<file path="src/mdrr_pkg.sv">
// Package for the monitor data request responder
package mdrr_pkg;
    localparam logic [15:0] MDRR_VEC_LO_ADDR   = 16'h0008;
    localparam logic [15:0] MDRR_VEC_HI_ADDR   = 16'h000b;
    localparam logic [15:0] MDRR_REQ_ADDR_EN   = 16'd395;
    localparam logic [15:0] MDRR_ACK_EN        = 16'd398;
    localparam logic [15:0] MDRR_MON_LO_EN     = 16'd399;
    localparam logic [15:0] MDRR_MON_HI_EN     = 16'd400;
    localparam logic [15:0] MDRR_EOI_ADDR      = 16'hff22;
    localparam logic [15:0] MDRR_EOI_VALUE     = 16'h0002;
    localparam logic [15:0] MDRR_ADDR_MIN      = 16'd16;
    localparam logic [15:0] MDRR_ADDR_MAX      = 16'd47;
    localparam logic [15:0] MDRR_ARRAY_BASE    = 16'h2000;
    localparam logic [15:0] MDRR_FAULT_SET     = 16'h0040;
    localparam logic [15:0] MDRR_FAULT_CLR     = 16'hffbf;
    localparam int          MDRR_FAULT_BIT     = 6;
    localparam int          MDRR_PRIORITY      = 1;
    localparam int          MDRR_ENTRIES       = 32;
    localparam logic [15:0] MDRR_FAULT_RST     = 16'h0000;

    typedef enum logic [3:0] {
        MDRR_IDLE   = 4'b0000,
        MDRR_VEC    = 4'b0001,
        MDRR_RDADR  = 4'b0011,
        MDRR_CHECK  = 4'b0010,
        MDRR_FETCH  = 4'b0110,
        MDRR_WAITM  = 4'b0111,
        MDRR_OUTLO  = 4'b0101,
        MDRR_OUTHI  = 4'b0100,
        MDRR_ACK    = 4'b1100,
        MDRR_EOI    = 4'b1101
    } mdrr_state_t;

    typedef struct packed {
        logic        strobe;
        logic        is_write;
        logic [15:0] addr;
        logic [7:0]  data;
    } mdrr_io_t;
endpackage

</file>
<file path="src/mdrr_mem.sv">
// Monitor data array with registered read port
`timescale 1ns/1ps
module mdrr_mem
    import mdrr_pkg::*;
(
    input  wire logic        clock_i,
    input  wire logic        wr_en_i,
    input  wire logic [4:0]  wr_idx_i,
    input  wire logic [15:0] wr_data_i,
    input  wire logic [4:0]  rd_idx_i,
    output logic      [15:0] rd_data_o
);
    logic [15:0] words [MDRR_ENTRIES];

    always_ff @(posedge clock_i) begin
        if (wr_en_i) begin
            words[wr_idx_i] <= wr_data_i;
        end
    end

    always_ff @(posedge clock_i) begin
        rd_data_o <= words[rd_idx_i];
    end
endmodule

</file>
<file path="src/mdrr_top.sv">
// Monitor data request responder top
//
// Functional notes
// - Data request is unmaskable, top priority
// - Fetch handler vector from 0008 to 000B
// - Read request address byte at enable 395
// - Zero-extend address byte before range check
// - Accept only addresses 16 through 47
// - Bad address sets fault bit 6, no output
// - Index is address minus 16, doubled
// - Monitor word read from array at 2000H
// - Write word low at 399, high next
// - Write any byte to 398 for acknowledge
// - Success clears fault bit 6 via 0FFBFH
// - Write 2 to end-of-interrupt register
// - Save, clear, restore range fault flag
// - Finish output before interface timeout
// - End-of-interrupt register at FF22H
`timescale 1ns/1ps
module mdrr_top
    import mdrr_pkg::*;
(
    input  wire logic        clock_i,
    input  wire logic        sys_rst_i,
    input  wire logic        data_req_i,
    input  wire logic [7:0]  io_rdata_i,
    input  wire logic        range_fault_set_i,
    input  wire logic        mon_wr_en_i,
    input  wire logic [4:0]  mon_wr_idx_i,
    input  wire logic [15:0] mon_wr_data_i,
    output mdrr_io_t         io_o,
    output logic             vec_fetch_o,
    output logic [15:0]      vec_addr_o,
    output logic [15:0]      fault_word_o,
    output logic             range_fault_flag_o,
    output logic             busy_o
);
    mdrr_state_t state;
    logic        pending;
    logic [15:0] req_addr;
    logic [15:0] mon_word;
    logic [15:0] mem_word;
    logic [15:0] byte_off;
    logic [4:0]  rd_idx;
    logic        saved_flag;
    logic        addr_ok;

    // Zero extension keeps the neighbouring argument byte out of the check
    assign addr_ok  = (req_addr >= MDRR_ADDR_MIN) && (req_addr <= MDRR_ADDR_MAX);
    assign byte_off = (req_addr - MDRR_ADDR_MIN) << 1;
    assign rd_idx   = byte_off[5:1];
    assign busy_o   = (state != MDRR_IDLE);

    // Slot i holds monitor address 16+i, two bytes per slot from 2000H
    mdrr_mem u_mem (
        .clock_i   (clock_i),
        .wr_en_i   (mon_wr_en_i),
        .wr_idx_i  (mon_wr_idx_i),
        .wr_data_i (mon_wr_data_i),
        .rd_idx_i  (rd_idx),
        .rd_data_o (mem_word)
    );

    // No mask input exists, so a request is always latched; busy holds off the next
    always_ff @(posedge clock_i) begin
        if (sys_rst_i) begin
            pending <= 1'b0;
        end else if (data_req_i) begin
            pending <= 1'b1;
        end else if (state == MDRR_IDLE && pending) begin
            pending <= 1'b0;
        end
    end

    // A bad address skips the output states and goes straight to exit
    always_ff @(posedge clock_i) begin
        if (sys_rst_i) begin
            state <= MDRR_IDLE;
        end else begin
            unique case (state)
                MDRR_IDLE:  if (pending) state <= MDRR_VEC;
                MDRR_VEC:   if (vec_addr_o == MDRR_VEC_HI_ADDR) state <= MDRR_RDADR;
                MDRR_RDADR: state <= MDRR_CHECK;
                MDRR_CHECK: state <= addr_ok ? MDRR_FETCH : MDRR_EOI;
                MDRR_FETCH: state <= MDRR_WAITM;
                MDRR_WAITM: state <= MDRR_OUTLO;
                MDRR_OUTLO: state <= MDRR_OUTHI;
                MDRR_OUTHI: state <= MDRR_ACK;
                MDRR_ACK:   state <= MDRR_EOI;
                MDRR_EOI:   state <= MDRR_IDLE;
                default:    state <= MDRR_IDLE;
            endcase
        end
    end

    // Vector fetch walks the four vector bytes
    always_ff @(posedge clock_i) begin
        if (sys_rst_i) begin
            vec_addr_o <= MDRR_VEC_LO_ADDR;
        end else if (state == MDRR_IDLE && pending) begin
            vec_addr_o <= MDRR_VEC_LO_ADDR;
        end else if (state == MDRR_VEC && vec_addr_o != MDRR_VEC_HI_ADDR) begin
            vec_addr_o <= vec_addr_o + 16'h0001;
        end
    end

    // One pulse per vector byte, four in all
    always_ff @(posedge clock_i) begin
        if (sys_rst_i) begin
            vec_fetch_o <= 1'b0;
        end else begin
            vec_fetch_o <= (state == MDRR_IDLE && pending)
                        || (state == MDRR_VEC && vec_addr_o != MDRR_VEC_HI_ADDR);
        end
    end

    // Address byte is sampled the cycle after its read strobe
    always_ff @(posedge clock_i) begin
        if (sys_rst_i) begin
            req_addr <= 16'h0000;
        end else if (state == MDRR_RDADR) begin
            req_addr <= {8'h00, io_rdata_i};
        end
    end

    // Registered copy holds the word while its bytes go out
    always_ff @(posedge clock_i) begin
        if (sys_rst_i) begin
            mon_word <= 16'h0000;
        end else if (state == MDRR_WAITM) begin
            mon_word <= mem_word;
        end
    end

    // Bus strobes, at most one per cycle, chosen by state
    // Address read repeats in each vector cycle; the byte is taken after the last
    always_ff @(posedge clock_i) begin
        if (sys_rst_i) begin
            io_o <= '0;
        end else begin
            io_o <= '0;
            unique case (state)
                MDRR_VEC: begin
                    io_o.strobe   <= 1'b1;
                    io_o.is_write <= 1'b0;
                    io_o.addr     <= MDRR_REQ_ADDR_EN;
                end
                MDRR_WAITM: begin
                    io_o.strobe   <= 1'b1;
                    io_o.is_write <= 1'b1;
                    io_o.addr     <= MDRR_MON_LO_EN;
                    io_o.data     <= mem_word[7:0];
                end
                MDRR_OUTLO: begin
                    io_o.strobe   <= 1'b1;
                    io_o.is_write <= 1'b1;
                    io_o.addr     <= MDRR_MON_HI_EN;
                    io_o.data     <= mon_word[15:8];
                end
                MDRR_OUTHI: begin
                    io_o.strobe   <= 1'b1;
                    io_o.is_write <= 1'b1;
                    io_o.addr     <= MDRR_ACK_EN;
                    io_o.data     <= mon_word[7:0];
                end
                MDRR_ACK: begin
                    io_o.strobe   <= 1'b1;
                    io_o.is_write <= 1'b1;
                    io_o.addr     <= MDRR_EOI_ADDR;
                    io_o.data     <= MDRR_EOI_VALUE[7:0];
                end
                MDRR_CHECK: begin
                    if (!addr_ok) begin
                        io_o.strobe   <= 1'b1;
                        io_o.is_write <= 1'b1;
                        io_o.addr     <= MDRR_EOI_ADDR;
                        io_o.data     <= MDRR_EOI_VALUE[7:0];
                    end
                end
                default: io_o <= '0;
            endcase
        end
    end

    // Only bit 6 is touched; other bits stay as other code left them
    always_ff @(posedge clock_i) begin
        if (sys_rst_i) begin
            fault_word_o <= MDRR_FAULT_RST;
        end else if (state == MDRR_CHECK && !addr_ok) begin
            fault_word_o <= fault_word_o | MDRR_FAULT_SET;
        end else if (state == MDRR_ACK) begin
            fault_word_o <= fault_word_o & MDRR_FAULT_CLR;
        end
    end

    // Saved copy also takes a set that lands while the handler runs
    always_ff @(posedge clock_i) begin
        if (sys_rst_i) begin
            saved_flag <= 1'b0;
        end else if (state == MDRR_IDLE && pending) begin
            saved_flag <= range_fault_flag_o | range_fault_set_i;
        end else if (state != MDRR_IDLE && range_fault_set_i) begin
            saved_flag <= 1'b1;
        end
    end

    // Cleared for the handler's own check, restored on exit; a set wins over the exit restore, the entry clear wins over a set
    always_ff @(posedge clock_i) begin
        if (sys_rst_i) begin
            range_fault_flag_o <= 1'b0;
        end else if (state == MDRR_IDLE && pending) begin
            range_fault_flag_o <= 1'b0;
        end else if (state == MDRR_EOI) begin
            range_fault_flag_o <= saved_flag | range_fault_set_i;
        end else if (state == MDRR_CHECK && !addr_ok) begin
            range_fault_flag_o <= 1'b1;
        end else if (range_fault_set_i && state == MDRR_IDLE) begin
            range_fault_flag_o <= 1'b1;
        end
    end
endmodule

</file>
<file path="config.mk">
export PLATFORM = sky130hd
export DESIGN_NAME = mdrr_top
export DESIGN_NICKNAME = d
export VERILOG_FILES = /design/src/mdrr_pkg.sv /design/src/mdrr_mem.sv /design/src/mdrr_top.sv
export SDC_FILE = /design/constraint.sdc
export NUM_CORES = 1
export LEC_CHECK = 0
export BUFFER_PORTS_ARGS = -buffer_cell sky130_fd_sc_hd__buf_2
export CORE_ASPECT_RATIO = 0.6
export CORE_MARGIN = 3
export CORE_UTILIZATION = 50
export CTS_BUF_LIST = sky130_fd_sc_hd__clkbuf_4
export CTS_CLUSTER_SIZE = 28
export DETAILED_ROUTE_END_ITERATION = 10
export GPL_TIMING_DRIVEN = 0
export PLACE_DENSITY = 0.79
export SLEW_MARGIN = 20
export SYNTH_ARGS = -nofsm -noshare
export SYNTH_HDL_FRONTEND = slang
export SYNTH_HIERARCHICAL = 1
export SYNTH_SLANG_ARGS = --single-unit
</file>
<file path="constraint.sdc">
create_clock -name clock_i -period 1.85 [get_ports clock_i]
set_clock_uncertainty 0.05 [all_clocks]
set_input_delay 0.185 -clock clock_i [delete_from_list [all_inputs] [get_ports clock_i]]
set_output_delay 0.185 -clock clock_i [all_outputs]
set_load 0.02 [all_outputs]
</file>
==> qor.csv <==
metric;value;unit
status;finished with violations;
violations;setup timing;
r2r_end;u_mem/rd_data_o[15]$_DFF_P_;
synth_xor_area_share;0.260;%
synth_seq_cells;594;
yosysSeqAreaShare;72.3;%
syn_area_per_cell;15.6;sq um
synth_top_family_by_area;multiplexers;
fin_tns_setup;-1.08;ns
place_inst;2232;
h-tree-depth;4;
hp-start;io_rdata_i[0];
worstPathMaxFanout;3;
path_class;reg -> out;
path_cells;buf_6 > nor4_4 > inv_2 > buf_6;
cts.sinks;594;
slowest_delay;0.32;ns
setup_ws;-0.189;ns
crit_family;buffers and inverters;
cts_tree;yes;
cts-root-buf;clkbuf_4;
yosysMostFrequentCell;edfxtp_1;
p_leak;0.00928;uW
ys_types;56;
worst_ep_arrival_time;1.80;ns
clkTransAtPathRegs;0.07;ns
clock_path_buffers;3;
rr_worst_depth;9;
port_buffers;77;
area_delta_synth_final;21.5;%
cts_made_buffers;133;
hold_ws;0.103;ns
die_w;286;um
gp_congestion;0.956;
cp_slowest_cell;dfxtp_2;
grt_setup_unrepaired;true;
peakVddDrop;0.587;mV
dp_hpwl;39.8;mm
route.detailed.drc;0;
cp_common_cell;buf_6;
finalSetupViolCount;18;
yosysTopAreaCellShare;65.3;%
holdPathEnd;req_addr[0]$_SDFFE_PP0N_;
clock_latency;0.84;ns
min-delay-path-class;in -> reg;
synth_common_cells;edfxtp_1 (512), mux2i_1 (263), nand2_1 (97), dfxtp_1 (82), a21oi_1 (72);
drv_cap;0;
syn_area;23500;sq um
final.period_utilization;110;%
ios;95;
netlist_instances;1508;
wl_per_cell;25.0;um
cellPowerDensity;1020;nW/um^2
yosys.area_share.simple;6.23;%
grt_use_total;24.8;%
tightestPinTransition;0.979;ns
path_buf_inv;3;
grt_pass1_vias;14300;
final_cells;2534;
max_slew_margin;34.6;%
postRouteAntennaNets;0;
yosysWarnings;6;
async_reset_ff_share;0;%
grt-ovfl-total;0;
rows;60;
slew_violations;0;
dr.pass1.iters;7;
fp.dieArea;49800;sq um
end_kind;output port;
start_util;51.6;%
synth_compound_area_share;6.39;%
grt_pass1_wl;90.6;mm
die_y;174;um
synth_area_leaders;edfxtp_1 (65%), mux2i_1 (11%), dfxtp_1 (7.0%);
viasPerCell;5.98;
fin_crit;2.04;ns
reg2reg_from;req_addr[0]$_SDFFE_PP0N_;
drt-initial-drc-count;1963;
hold_path_depth;4;
muxShareOfSynthArea;11.2;%
grt_max_degree;33;
yosysTopAreaCell;edfxtp_1;
worst_setup_path_start_kind;flip-flop;
fin_nets;1847;
required;1.62;ns
reg2reg_setup_slack;-0.13;ns
core_area;45600;sq um
vias;15100;
hold_viol;0;
antenna_found_initial;2;
crit_start;state[3]$_SDFFE_PP0P_;
ys.flop_type;edfxtp_1;
synth-edff-count;512;
synthAdderAreaFrac;0.0531;%
drive_above_1_share;33.2;%
max_freq;491;MHz
wl;63.4;mm
-- power breakdown --
group          switching [uW]  internal, uW
clock                    5040          5630
sequential                156         14900
combinational            2090          1260
total                    7290         21800
-- registers in the layout, summed over array words and instances, names as in the netlist, 4 cells and up --
name,flops
vec_addr_o,16
state,4
io_o,17
u_mem/rd_data_o,16
u_mem/words,512
mon_word,16
req_addr,8
-- kinds of logic after synthesis --
| group | count (synthesis) |
|---|---|
| other | 1 |
| adders and majority gates | 1 |
| muxes | 263 |
| and+or+nand+nor | 300 |
| buffers and inverters | 117 |
| xor gates and xnor gates | 7 |
| DFF | 594 |
| AOI/OAI and AO/OA | 225 |
-- placed cells by master, fill, tap and decap left out, types with 10 or more instances in the layout --
cell / netlist / layout
nand3_2: 0 / 15
nand3_1: 41 / 25
buf_2: 23 / 83
a22oi_2: 0 / 49
mux2i_2: 0 / 12
conb_1: 1 / 16
buf_4: 44 / 74
clkbuf_4: 0 / 201
clkbuf_1: 25 / 11
a21oi_1: 72 / 67
nor2_2: 0 / 28
nor2_1: 62 / 27
mux2i_1: 263 / 245
dfxtp_1: 82 / 72
dlygate4sd3_1: 0 / 30
a22oi_1: 64 / 15
nand4_1: 20 / 20
a22o_1: 32 / 26
nand2_1: 97 / 94
edfxtp_1: 512 / 512
buf_12: 5 / 16
o21ai_0: 13 / 12
buf_6: 8 / 35
clkinv_1: 0 / 21
a31oi_4: 0 / 10
-- layer usage --
layer / vias up / GRT usage (%) / share of wire, %
met5: - / 0 / 0
met4: 0 / 6.56 / 1.8
met3: 105 / 9.95 / 16
met2: 1074 / 33.1 / 41
met1: 7492 / 37.5 / 41
li1: 6477 / - / -
-- cell type report --
class / count / area [sq um]
fill: 3251 / 17000
clock buffer: 200 / 1500
sequential: 594 / 17000
antenna: 5 / 12.5
clock inverter: 32 / 258
timing repair buffer: 165 / 1320
tap: 620 / 776
inverter: 6 / 22.5
buffer: 100 / 931
multi-input combinational: 812 / 6760
-- metrics by stage --
stage	total power, uW	util [%]	setup WS, ns	area, sq um
floorplan	16900	-	-0.125	23600
global placement	17800	54.3	-0.924	24800
detailed placement	17900	54.7	-0.573	25000
CTS	28800	61.5	-0.275	28100
global route	30100	62.7	-0.271	28600
finish	29100	62.7	-0.189	28600
-- worst reg2reg max path: cells and delay by family (launching register included) --
family,cells,cell delay (ns)
compound gates,1,0.23
mux,1,0.22
buf+inv,5,0.65
simple gates,2,0.28
flops,1,0.38
-- how the worst max path moves through the flow --
| stage | end | slack, ns | depth (start not counted) |
|---|---|---|---|
| 2_1_floorplan | u_mem/words[12][0]$_DFFE_PP_ | -0.13 | 3 |
| 3_3_place_gp | u_mem/words[12][0]$_DFFE_PP_ | -0.92 | 4 |
| 3_5_place_dp | u_mem/words[28][1]$_DFFE_PP_ | -0.57 | 4 |
| 4_1_cts | busy_o | -0.27 | 4 |
| 5_1_grt | busy_o | -0.27 | 4 |
| 6_report | busy_o | -0.19 | 4 |
-- timing repair --
| action | 4_1_cts | 5_1_grt |
|---|---|---|
| cloned | 3 | 0 |
| hold buffers | 31 | 0 |
| setup buffers | 20 | 25 |
| pin swaps | 40 | 54 |
| gates resized for setup | 161 | 124 |
| endpoints found under the setup margin | 47 | 113 |
| endpoints found under the hold margin | 575 | 0 |
Power figures use the tool's default switching activity.
